File: config.mk
export PLATFORM = sky130hd
export DESIGN_NAME = pts_switch_ctrl
export DESIGN_NICKNAME = d
export VERILOG_FILES = /design/src/inc/pts_pkg.sv /design/src/hdl/pts_peak_hold.sv /design/src/hdl/pts_switch_ctrl.sv
export SDC_FILE = /design/constraint.sdc
export NUM_CORES = 1
export LEC_CHECK = 0
export ABC_AREA = 1
export BUFFER_PORTS_ARGS = -buffer_cell sky130_fd_sc_hd__buf_4
export CAP_MARGIN = 15
export CORE_MARGIN = 2
export CORE_UTILIZATION = 40
export CTS_CLUSTER_DIAMETER = 150
export DETAILED_ROUTE_END_ITERATION = 10
export PLACE_DENSITY = 0.66
export SYNTH_ARGS = -nofsm -noshare
export SYNTH_HDL_FRONTEND = slang
export SYNTH_HIERARCHICAL = 1
export SYNTH_SLANG_ARGS = --single-unit
export TNS_END_PERCENT = 5
File: constraint.sdc
create_clock -name clk -period 4.25 [get_ports clk]
set_clock_uncertainty 0.1 [all_clocks]
set_input_delay 0.425 -clock clk [delete_from_list [all_inputs] [get_ports clk]]
set_output_delay 0.425 -clock clk [all_outputs]
set_load 0.005 [all_outputs]
File: src/inc/pts_pkg.sv
// package for the peak tracking switch control block
package pts_pkg;

    // mode sequence, gray coded along the normal path
    typedef enum logic [2:0] {
        PTS_RESET   = 3'b000,
        PTS_POWERON = 3'b001,
        PTS_OFFSET  = 3'b011,
        PTS_CALIB   = 3'b010,
        PTS_RUN     = 3'b110
    } pts_mode_t;

    // timing
    localparam int PTS_CLK_MHZ       = 125;
    localparam int PTS_PO_TIME_US    = 2300;
    localparam int PTS_PO_CYCLES     = (PTS_PO_TIME_US * PTS_CLK_MHZ) / 2;
    localparam int PTS_OFS_CYCLES    = (PTS_PO_TIME_US * PTS_CLK_MHZ) / 2;

    // calibration ends on this rising output edge
    localparam int PTS_CAL_EDGES     = 3;

    // data widths and field defaults
    localparam int PTS_SIG_W         = 12;
    localparam int PTS_GAIN_W        = 4;
    localparam int PTS_OFS_W         = 12;
    localparam logic [PTS_GAIN_W-1:0] PTS_GAIN_MAX  = 4'hf;
    localparam logic [PTS_SIG_W-1:0]  PTS_HYST_DEF  = 12'h040;
    localparam logic [PTS_SIG_W-1:0]  PTS_AMP_HIGH  = 12'h700;
    localparam logic [PTS_SIG_W-1:0]  PTS_AMP_LOW   = 12'h380;
    localparam logic [PTS_OFS_W-1:0]  PTS_OFS_RESET = 12'h000;
    localparam logic                  PTS_POS_LEVEL = 1'b1;

    // one detected peak as handed to the gain and offset logic
    typedef struct packed {
        logic                 valid;
        logic                 upper;
        logic [PTS_SIG_W-1:0] value;
    } pts_peak_t;

endpackage

File: src/hdl/pts_peak_hold.sv
// peak follower with hysteresis switching decision
`timescale 1ns/1ns

module pts_peak_hold
    import pts_pkg::*;
#(
    parameter int W = PTS_SIG_W
)
(
    input  wire logic         clk,
    input  wire logic         rstn,
    input  wire logic         enable,
    input  wire logic [W-1:0] sample,
    input  wire logic [W-1:0] operate_hysteresis,
    input  wire logic [W-1:0] release_hysteresis,
    output logic              tracking_up,
    output pts_peak_t         peak
);

    logic         tracking_up_ff;
    logic         nxt_tracking_up;
    logic [W-1:0] held_ff;
    logic [W-1:0] nxt_held;
    pts_peak_t    peak_ff;
    pts_peak_t    nxt_peak;
    logic [W:0]   drop;
    logic [W:0]   rise;

    // elaboration check on the sample width
    if (W < 4 || W > PTS_SIG_W)
    begin
        $error("pts_peak_hold: width out of range");
    end

    assign drop = {1'b0, held_ff} - {1'b0, sample};
    assign rise = {1'b0, sample} - {1'b0, held_ff};

    always_comb
    begin
        nxt_tracking_up = tracking_up_ff;
        nxt_held        = held_ff;
        nxt_peak        = '0;
        if (enable)
        begin
            if (tracking_up_ff)
            begin
                // follow upward
                if (sample > held_ff)
                    nxt_held = sample;
                // operate switch
                else if (!drop[W] && drop[W-1:0] >= operate_hysteresis)
                begin
                    nxt_tracking_up = 1'b0;
                    nxt_peak        = '{valid: 1'b1, upper: 1'b1, value: held_ff};
                    nxt_held        = sample;
                end
            end
            else
            begin
                if (sample < held_ff)
                    nxt_held = sample;
                // release switch
                else if (!rise[W] && rise[W-1:0] >= release_hysteresis)
                begin
                    nxt_tracking_up = 1'b1;
                    nxt_peak        = '{valid: 1'b1, upper: 1'b0, value: held_ff};
                    nxt_held        = sample;
                end
            end
        end
        else
            nxt_held = sample;
    end

    // peak held without decay
    always_ff @(posedge clk)
    begin
        if (!rstn)
        begin
            tracking_up_ff <= 1'b1;
            held_ff        <= '0;
            peak_ff        <= '0;
        end
        else
        begin
            tracking_up_ff <= nxt_tracking_up;
            held_ff        <= nxt_held;
            peak_ff        <= nxt_peak;
        end
    end

    assign tracking_up = tracking_up_ff;
    assign peak        = peak_ff;

    property p_peak_dir;
        @(posedge clk) disable iff (!rstn)
        peak.valid |-> (tracking_up != peak.upper);
    endproperty
    a_peak_dir: assert property (p_peak_dir) else $error("peak direction mismatch");

    property p_hold_max;
        @(posedge clk) disable iff (!rstn)
        (enable && tracking_up_ff && sample > held_ff) |=> (held_ff == $past(sample));
    endproperty
    a_hold_max: assert property (p_hold_max) else $error("upper peak not followed");

endmodule

File: src/hdl/pts_switch_ctrl.sv
// top of the peak tracking switch control block
`timescale 1ns/1ns

// Overview of operation
// output held released high while the device initializes after power-up
// initial offset cancellation completes before any output transition is allowed
// tracker follows a rising signal and holds its highest value
// fall below upper peak by operate hysteresis toggles output, tracks down
// rise above lower peak by release hysteresis toggles output, tracks up
// peaks held digitally with no decay, valid down to standstill
// calibration measures peak-to-peak amplitude and sets the optimal gain
// offset converter readjusted after every gain change to keep signal centred
// tracking and toggling work normally during calibration
// calibration exit tolerates extra output edges
// after calibration, running mode gives one transition per detected peak
// running mode may lower gain but never raise it
// offset compensation active in calibration and running modes
// undervoltage resets device, output back to power-on state
// calibration done by third rising output edge
// mode machine: reset, power-on, offset adjust, calibration, running
// direction and output registered, one toggle per peak
module pts_switch_ctrl
    import pts_pkg::*;
#(
    parameter int PO_CYCLES  = PTS_PO_CYCLES,
    parameter int OFS_CYCLES = PTS_OFS_CYCLES,
    parameter int CAL_EDGES  = PTS_CAL_EDGES
)
(
    input  wire logic                  clk,
    input  wire logic                  rstn,
    input  wire logic                  undervoltage,
    input  wire logic [PTS_SIG_W-1:0]  processed_differential_signal,
    input  wire logic [PTS_SIG_W-1:0]  operate_hysteresis,
    input  wire logic [PTS_SIG_W-1:0]  release_hysteresis,
    output logic                       out_o,
    output logic                       out_oe,
    output logic [PTS_GAIN_W-1:0]      gain_control,
    output logic [PTS_OFS_W-1:0]       offset_compensation,
    output pts_mode_t                  mode
);

    // elaboration check on the timing parameters
    if (PO_CYCLES < 1 || OFS_CYCLES < 1 || CAL_EDGES < 1 || CAL_EDGES > 15)
    begin
        $error("pts_switch_ctrl: parameter out of range");
    end

    // ------------------------------------------------------------
    // pin synchroniser for the undervoltage comparator
    // ------------------------------------------------------------
    logic [2:0] uv_sync_ff;
    logic       uv_ff;
    logic       nxt_uv;

    always_comb
    begin
        nxt_uv = uv_ff;
        if (uv_sync_ff[1] == uv_sync_ff[2])
            nxt_uv = uv_sync_ff[1];
    end

    always_ff @(posedge clk)
    begin
        if (!rstn)
        begin
            uv_sync_ff <= '0;
            uv_ff      <= 1'b0;
        end
        else
        begin
            uv_sync_ff <= {uv_sync_ff[1:0], undervoltage};
            uv_ff      <= nxt_uv;
        end
    end

    // ------------------------------------------------------------
    // mode sequence
    // ------------------------------------------------------------
    pts_mode_t   mode_ff;
    pts_mode_t   nxt_mode;
    logic [31:0] tmr_ff;
    logic [31:0] nxt_tmr;
    logic [3:0]  rise_cnt_ff;
    logic [3:0]  nxt_rise_cnt;
    logic        out_ff;
    logic        nxt_out;
    logic        tracking_up;
    pts_peak_t   peak;
    logic        track_en;

    assign track_en = (mode_ff == PTS_CALIB) || (mode_ff == PTS_RUN);

    always_comb
    begin
        nxt_mode     = mode_ff;
        nxt_tmr      = tmr_ff;
        nxt_rise_cnt = rise_cnt_ff;
        case (mode_ff)
            // ordered sequence
            PTS_RESET:
            begin
                nxt_tmr  = '0;
                nxt_mode = PTS_POWERON;
            end
            PTS_POWERON:
            begin
                nxt_tmr = tmr_ff + 32'h1;
                if (tmr_ff >= 32'(PO_CYCLES - 1))
                begin
                    nxt_tmr  = '0;
                    nxt_mode = PTS_OFFSET;
                end
            end
            // offset step before switching
            PTS_OFFSET:
            begin
                nxt_tmr = tmr_ff + 32'h1;
                if (tmr_ff >= 32'(OFS_CYCLES - 1))
                begin
                    nxt_tmr      = '0;
                    nxt_rise_cnt = '0;
                    nxt_mode     = PTS_CALIB;
                end
            end
            // exit on nth rising edge
            PTS_CALIB:
            begin
                if (peak.valid && !peak.upper)
                begin
                    nxt_rise_cnt = rise_cnt_ff + 4'h1;
                    // extra edges tolerated
                    if (rise_cnt_ff >= 4'(CAL_EDGES - 1))
                        nxt_mode = PTS_RUN;
                end
            end
            // running until reset
            PTS_RUN:
                nxt_mode = PTS_RUN;
            default:
                nxt_mode = PTS_RESET;
        endcase
        // undervoltage resets
        if (uv_ff)
            nxt_mode = PTS_RESET;
    end

    // ------------------------------------------------------------
    // output level
    // ------------------------------------------------------------
    always_comb
    begin
        nxt_out = out_ff;
        // released high until tracking
        if (!track_en || uv_ff)
            nxt_out = PTS_POS_LEVEL;
        // one toggle per peak
        else if (peak.valid)
            nxt_out = ~out_ff;
    end

    always_ff @(posedge clk)
    begin
        if (!rstn)
        begin
            mode_ff     <= PTS_RESET;
            tmr_ff      <= '0;
            rise_cnt_ff <= '0;
            out_ff      <= PTS_POS_LEVEL;
        end
        else
        begin
            mode_ff     <= nxt_mode;
            tmr_ff      <= nxt_tmr;
            rise_cnt_ff <= nxt_rise_cnt;
            out_ff      <= nxt_out;
        end
    end

    // tracking live in calibration and running
    pts_peak_hold #(
        .W (PTS_SIG_W)
    ) u_peak (
        .clk                (clk),
        .rstn               (rstn && !uv_ff),
        .enable             (track_en),
        .sample             (processed_differential_signal),
        .operate_hysteresis (operate_hysteresis),
        .release_hysteresis (release_hysteresis),
        .tracking_up        (tracking_up),
        .peak               (peak)
    );

    // ------------------------------------------------------------
    // gain and offset control
    // ------------------------------------------------------------
    logic [PTS_GAIN_W-1:0] gain_ff;
    logic [PTS_GAIN_W-1:0] nxt_gain;
    logic [PTS_OFS_W-1:0]  ofs_ff;
    logic [PTS_OFS_W-1:0]  nxt_ofs;
    logic [PTS_SIG_W-1:0]  hi_ff;
    logic [PTS_SIG_W-1:0]  nxt_hi;
    logic [PTS_SIG_W-1:0]  amp;
    logic [PTS_SIG_W:0]    mid;
    logic [PTS_SIG_W-1:0]  centre;

    // hi_ff holds the last upper peak; a lower peak closes one swing
    assign amp    = (hi_ff > peak.value) ? hi_ff - peak.value : '0;
    assign mid    = ({1'b0, hi_ff} + {1'b0, peak.value}) >> 1;
    assign centre = {1'b1, {(PTS_SIG_W-1){1'b0}}};

    always_comb
    begin
        nxt_gain = gain_ff;
        nxt_ofs  = ofs_ff;
        nxt_hi   = hi_ff;
        if (mode_ff == PTS_OFFSET)
            nxt_ofs = PTS_OFS_RESET;
        if (track_en && peak.valid && peak.upper)
            nxt_hi = peak.value;
        if (track_en && peak.valid && !peak.upper)
        begin
            // continuous offset drift correction
            if (mid[PTS_SIG_W-1:0] > centre)
                nxt_ofs = ofs_ff + 12'h001;
            else if (mid[PTS_SIG_W-1:0] < centre)
                nxt_ofs = ofs_ff - 12'h001;
            // calibrate gain from amplitude
            if (mode_ff == PTS_CALIB && amp < PTS_AMP_LOW && gain_ff != PTS_GAIN_MAX)
                nxt_gain = gain_ff + 4'h1;
            // running mode only lowers
            else if (amp > PTS_AMP_HIGH && gain_ff != '0)
                nxt_gain = gain_ff - 4'h1;
            // recentre after gain step
            if (nxt_gain != gain_ff)
                nxt_ofs = ofs_ff - PTS_SIG_W'(mid[PTS_SIG_W-1:0] - centre);
        end
    end

    always_ff @(posedge clk)
    begin
        if (!rstn || uv_ff)
        begin
            gain_ff <= PTS_GAIN_MAX;
            ofs_ff  <= PTS_OFS_RESET;
            hi_ff   <= '0;
        end
        else
        begin
            gain_ff <= nxt_gain;
            ofs_ff  <= nxt_ofs;
            hi_ff   <= nxt_hi;
        end
    end

    // open drain: drive low when output level is low
    assign out_o               = 1'b0;
    assign out_oe              = ~out_ff;
    assign gain_control        = gain_ff;
    assign offset_compensation = ofs_ff;
    assign mode                = mode_ff;

    // ------------------------------------------------------------
    // assertions
    // ------------------------------------------------------------
    property p_pos_high;
        @(posedge clk) disable iff (!rstn)
        (mode_ff == PTS_POWERON || mode_ff == PTS_OFFSET) |-> !out_oe;
    endproperty
    a_pos_high: assert property (p_pos_high) else $error("output low before calibration");

    property p_no_switch_early;
        @(posedge clk) disable iff (!rstn)
        (mode_ff == PTS_OFFSET) |=> !$fell(out_ff);
    endproperty
    a_no_switch_early: assert property (p_no_switch_early) else $error("switch during offset adjust");

    property p_toggle;
        @(posedge clk) disable iff (!rstn)
        (track_en && !uv_ff && peak.valid) |=> (out_ff != $past(out_ff));
    endproperty
    a_toggle: assert property (p_toggle) else $error("peak without toggle");

    property p_no_raise;
        @(posedge clk) disable iff (!rstn)
        (mode_ff == PTS_RUN && $past(mode_ff) == PTS_RUN) |-> !(gain_ff > $past(gain_ff));
    endproperty
    a_no_raise: assert property (p_no_raise) else $error("gain raised in running mode");

    property p_uv_reset;
        @(posedge clk) disable iff (!rstn)
        uv_ff |=> (mode_ff == PTS_RESET) ##1 out_ff;
    endproperty
    a_uv_reset: assert property (p_uv_reset) else $error("undervoltage did not reset");

    property p_cal_exit;
        @(posedge clk) disable iff (!rstn)
        (mode_ff == PTS_CALIB && !uv_ff && peak.valid && !peak.upper && rise_cnt_ff == 4'(CAL_EDGES - 1))
        |=> (mode_ff == PTS_RUN);
    endproperty
    a_cal_exit: assert property (p_cal_exit) else $error("calibration did not end");

    property p_seq;
        @(posedge clk) disable iff (!rstn)
        (mode_ff == PTS_CALIB && $past(mode_ff) != PTS_CALIB) |-> ($past(mode_ff) == PTS_OFFSET);
    endproperty
    a_seq: assert property (p_seq) else $error("calibration entered out of order");

    property p_ofs_in_track;
        @(posedge clk) disable iff (!rstn)
        (!track_en && mode_ff != PTS_OFFSET && !uv_ff) |=> $stable(ofs_ff);
    endproperty
    a_ofs_in_track: assert property (p_ofs_in_track) else $error("offset moved while idle");

    c_run:    cover property (@(posedge clk) disable iff (!rstn) mode_ff == PTS_RUN);
    c_gain:   cover property (@(posedge clk) disable iff (!rstn) mode_ff == PTS_RUN && $fell(gain_ff[0]));
    c_uv_run: cover property (@(posedge clk) disable iff (!rstn) mode_ff == PTS_RUN && uv_ff);

endmodule

==> reports/results.ini <==
[detailed_routing]
drt_wl_total_um = 21500
wl_met1_um = 10400
routed-via-count = 8587
ant_nets = 0
met3_length_um = 651
drt-initial-drc-count = 482
route.met2.wl_um = 10200
vias_per_cell = 4.83
top_layer = met4
firstDrtPassIters = 5
wl_per_cell_um = 12.1
drc = 0

[power]
pwr_density_cell_mw_per_mm2 = 224
power.leakage_nw = 5.25
vdd_drop_max_uv = 215

[yosys]
synth_flop_cell = dfxtp_1
synthArstFlopShare = 0
synthCells = 1429
synth.distinct_cells = 49
synth_edf_count = 0
syn-num-nets = 1575
ys_ff_latch = 99
seq_area_frac_synth = 0.212
syn-mean-instance-area_um2 = 6.54
ys_warn_count = 6
syn_area_mm2 = 0.00935

[global_routing]
antenna_found_initial = 0
grt_pass1_vias = 8112
grt_usage = 0.184
grt_first_pass_wirelength_um = 37500
grt_max_degree = 27
overflow = 0

[die]
die_w_um = 157
dieHeight_um = 157
rows = 55
coreArea_mm2 = 0.0228
start_util = 0.410
dieArea_mm2 = 0.0246
pin_count = 60

[clock_tree]
hold_buffers = 0
cts_resized = 0
cts-root-buf = clkbuf_16
clockBufferDepth = 2
post_cts_buffers = 0
clk_latency_ps = 350
cts_htree_levels = 3
clk_pin_slew_ps = 80
numCtsBuffers = 9
clock_sinks = 99
cts_tree = yes

[cells_and_area]
n_antenna_cell = 0
drive_gt1_frac = 0.123
num-fill-cells = 2385
area_delta_synth_final_pct = 9.42
nNetsFinal = 1607
design_area_mm2 = 0.0102

[timing]
hold_ws_ps = 178
slew_viol_final = 0
period_minus_slack_ps = 3720
tns_ps = 0
fmax_mhz = 269
worst_pin_slew_ps = 1040
setup_viol_count_final = 0
min_period_over_period = 0.875
slew_headroom = 0.302
hold_violations = 0
rsz0062_at_grt = no

[setup_path]
rr_worst_depth = 21
cpLargestDelayFamily = adder cells
slowest_stage = ha_1
endpoint_kind = register
crit_buf_inv = 3
arrival_ps = 3860
cp_cell_sequence = inv_1, ha_1, inv_2, nand2_1, nand2_1, inv_1, nand3_1, nand2_1, nand2_1, ha_1, ha_1, a21oi_1, o21ai_0, nand2_1, nand4_1, xor2_1, or2_2, nand3_1, nand2_1, nor2_1, nor2_1
cpMostUsedCell = nand2_1
start_kind = register
required_ps = 4390
critPathMaxFanout = 8
critical_path_depth = 21
r2r-start = u_peak/peak[4]$_SDFF_PN0_
cp-startpoint = u_peak/peak[4]$_SDFF_PN0_
reg2reg_to = offset_compensation[11]$_SDFF_PN0_
critical_path.max_stage_delay_ps = 540
r2r_setup_slack_ps = 530
endpoint = offset_compensation[11]$_SDFF_PN0_
crit_type = reg2reg

[place]
gp_congestion = 0.873
port_buffers = 58
dp_hpwl_um = 17300
placed_cell_area_mm2 = 0.00990

[worst_hold_path]
hold_path.class = in2reg

[status]
outcome = completed

[run]
maxCapViolCount = 0

-- Yosys cell counts, types with 2 or more instances --
| cell | number | area share |
|---|---|---|
| buf_4 | 9 | 0.0072 |
| o21bai_1 | 6 | 0.0048 |
| nand3b_1 | 5 | 0.0040 |
| o211ai_1 | 3 | 0.0024 |
| a21oi_2 | 5 | 0.0047 |
| inv_4 | 2 | 0.0013 |
| nand2_1 | 347 | 0.14 |
| nand4_1 | 17 | 0.011 |
| inv_1 | 218 | 0.088 |
| nand3_2 | 16 | 0.017 |
| buf_2 | 3 | 0.0016 |
| nand2_4 | 6 | 0.0072 |
| dfxtp_1 | 99 | 0.21 |
| and2_1 | 2 | 0.0013 |
| and3_1 | 2 | 0.0013 |
| xnor2_1 | 9 | 0.0084 |
| nor3_1 | 24 | 0.013 |
| o2111ai_1 | 3 | 0.0028 |
| nor2_1 | 138 | 0.055 |
| fa_1 | 5 | 0.011 |
| nor2_4 | 18 | 0.022 |
| clkbuf_1 | 14 | 0.0056 |
| nand3_1 | 90 | 0.048 |
| o21ai_1 | 2 | 0.0011 |
| a21o_1 | 4 | 0.0032 |
| clkinv_1 | 5 | 0.0020 |
| xor2_1 | 49 | 0.046 |
| a31oi_1 | 5 | 0.0033 |
| nand2_2 | 20 | 0.013 |
| nor2_2 | 10 | 0.0067 |
| o21ai_0 | 47 | 0.025 |
| nor4_1 | 4 | 0.0027 |
| a21oi_1 | 97 | 0.052 |
| clkbuf_2 | 2 | 0.0011 |
| ha_1 | 102 | 0.14 |
| buf_6 | 13 | 0.016 |
| inv_2 | 16 | 0.0064 |
-- metal layers --
metal	up-vias	track usage
met5	-	0
met4	0	0.0467
met3	20	0.0177
met2	144	0.321
met1	3864	0.242
li1	4559	-
-- where the power goes --
group / leakage [nW] / switching, mW / total [mW] / internal (mW)
Combinational: 4.30 / 0.313 / 0.504 / 0.192
Sequential: 0.802 / 0.0125 / 0.954 / 0.941
Clock: 0.152 / 0.415 / 0.838 / 0.423
Total: 5.25 / 0.740 / 2.30 / 1.56
-- final cells by class --
cell class	count	area, um2	share of cell area
clock buffer	9	225	0.0220
clock inverter	7	91.3	0.00893
inverter	241	910	0.0889
multi-input combinational	1047	6150	0.602
sequential	99	1980	0.194
tap	313	392	0.0383
timing repair buffer	63	477	0.0466
-- worst min-delay path by stage --
stage,slack [ps],startpoint,endpoint,depth (start not counted)
final,180,undervoltage,uv_sync_ff[0]$_SDFF_PN0_,3
after global routing,170,undervoltage,uv_sync_ff[0]$_SDFF_PN0_,3
after global placement,290,uv_sync_ff[0]$_SDFF_PN0_,uv_sync_ff[1]$_SDFF_PN0_,2
after detailed placement,300,uv_sync_ff[0]$_SDFF_PN0_,uv_sync_ff[1]$_SDFF_PN0_,2
after CTS,170,undervoltage,uv_sync_ff[0]$_SDFF_PN0_,3
after floorplan,290,uv_sync_ff[0]$_SDFF_PN0_,uv_sync_ff[1]$_SDFF_PN0_,2
-- sequential cells by signal, indices dropped and copies added (netlist names), named ones only --
name	count
tmr_ff	32
rise_cnt_ff	4
hi_ff	12
u_peak/peak	14
out_ff	1
mode	2
uv_sync_ff	3
u_peak/held_ff	12
gain_control	4
uv_ff	1
offset_compensation	12
u_peak/tracking_up	1
-- layout by cell type, fill, tap and decap left out, types with 2 or more instances in the layout --
cell / netlist / routed
o21ai_0: 47 / 47
xnor2_1: 9 / 9
nor3_1: 24 / 23
a21oi_1: 97 / 97
nor4_1: 4 / 4
o2111ai_1: 3 / 3
ha_1: 102 / 102
fa_1: 5 / 5
inv_4: 2 / 2
inv_6: 0 / 2
nand2_2: 20 / 20
and2_1: 2 / 2
o21bai_1: 6 / 6
a31oi_1: 5 / 5
o21ai_1: 2 / 2
dfxtp_1: 99 / 99
nand4_1: 17 / 17
nor2_4: 18 / 18
inv_1: 218 / 218
nand2_1: 347 / 347
buf_4: 9 / 62
and3_1: 2 / 2
nand2_4: 6 / 6
clkinv_8: 0 / 4
inv_2: 16 / 16
nand3b_1: 5 / 5
nand3_2: 16 / 16
a21o_1: 4 / 4
clkinv_1: 5 / 5
nor2_2: 10 / 11
xor2_1: 49 / 49
o211ai_1: 3 / 3
nand3_1: 90 / 90
a21oi_2: 5 / 5
clkbuf_16: 0 / 9
nor2_1: 138 / 137
-- cell families (layout without fill, tap and decap cells) --
family | Yosys count | after routing | synth area share
other cells | 1 | 1 | 0.000401
xor+xnor | 59 | 59 | 0.0561
compound gates | 176 | 176 | 0.104
fa+ha+maj | 107 | 107 | 0.147
buf+inv | 283 | 320 | 0.131
flops | 99 | 99 | 0.212
simple gates | 704 | 704 | 0.350
-- stage by stage --
step            util  cells  power, mW  setup slack (ps)
6_report       0.449   1779       2.30               533
5_1_grt        0.449   1779       2.44               150
4_1_cts        0.449   1778       2.32               560
3_5_place_dp   0.435   1762       1.48               385
3_3_place_gp   0.435   1762       1.47               481
2_1_floorplan      -   1429       1.36               942
-- worst register-to-register path: stages, from the launching register on --
cell and delay, ps:
dfxtp_1 340, inv_1 60, ha_1 540, inv_2 120, nand2_1 80, nand2_1 80, inv_1 100, nand3_1 90
nand2_1 60, nand2_1 90, ha_1 290, ha_1 380, a21oi_1 220, o21ai_0 160, nand2_1 90, nand4_1 90
xor2_1 160, or2_2 270, nand3_1 80, nand2_1 50, nor2_1 120, nor2_1 50
(Power assumes the default switching activity.)
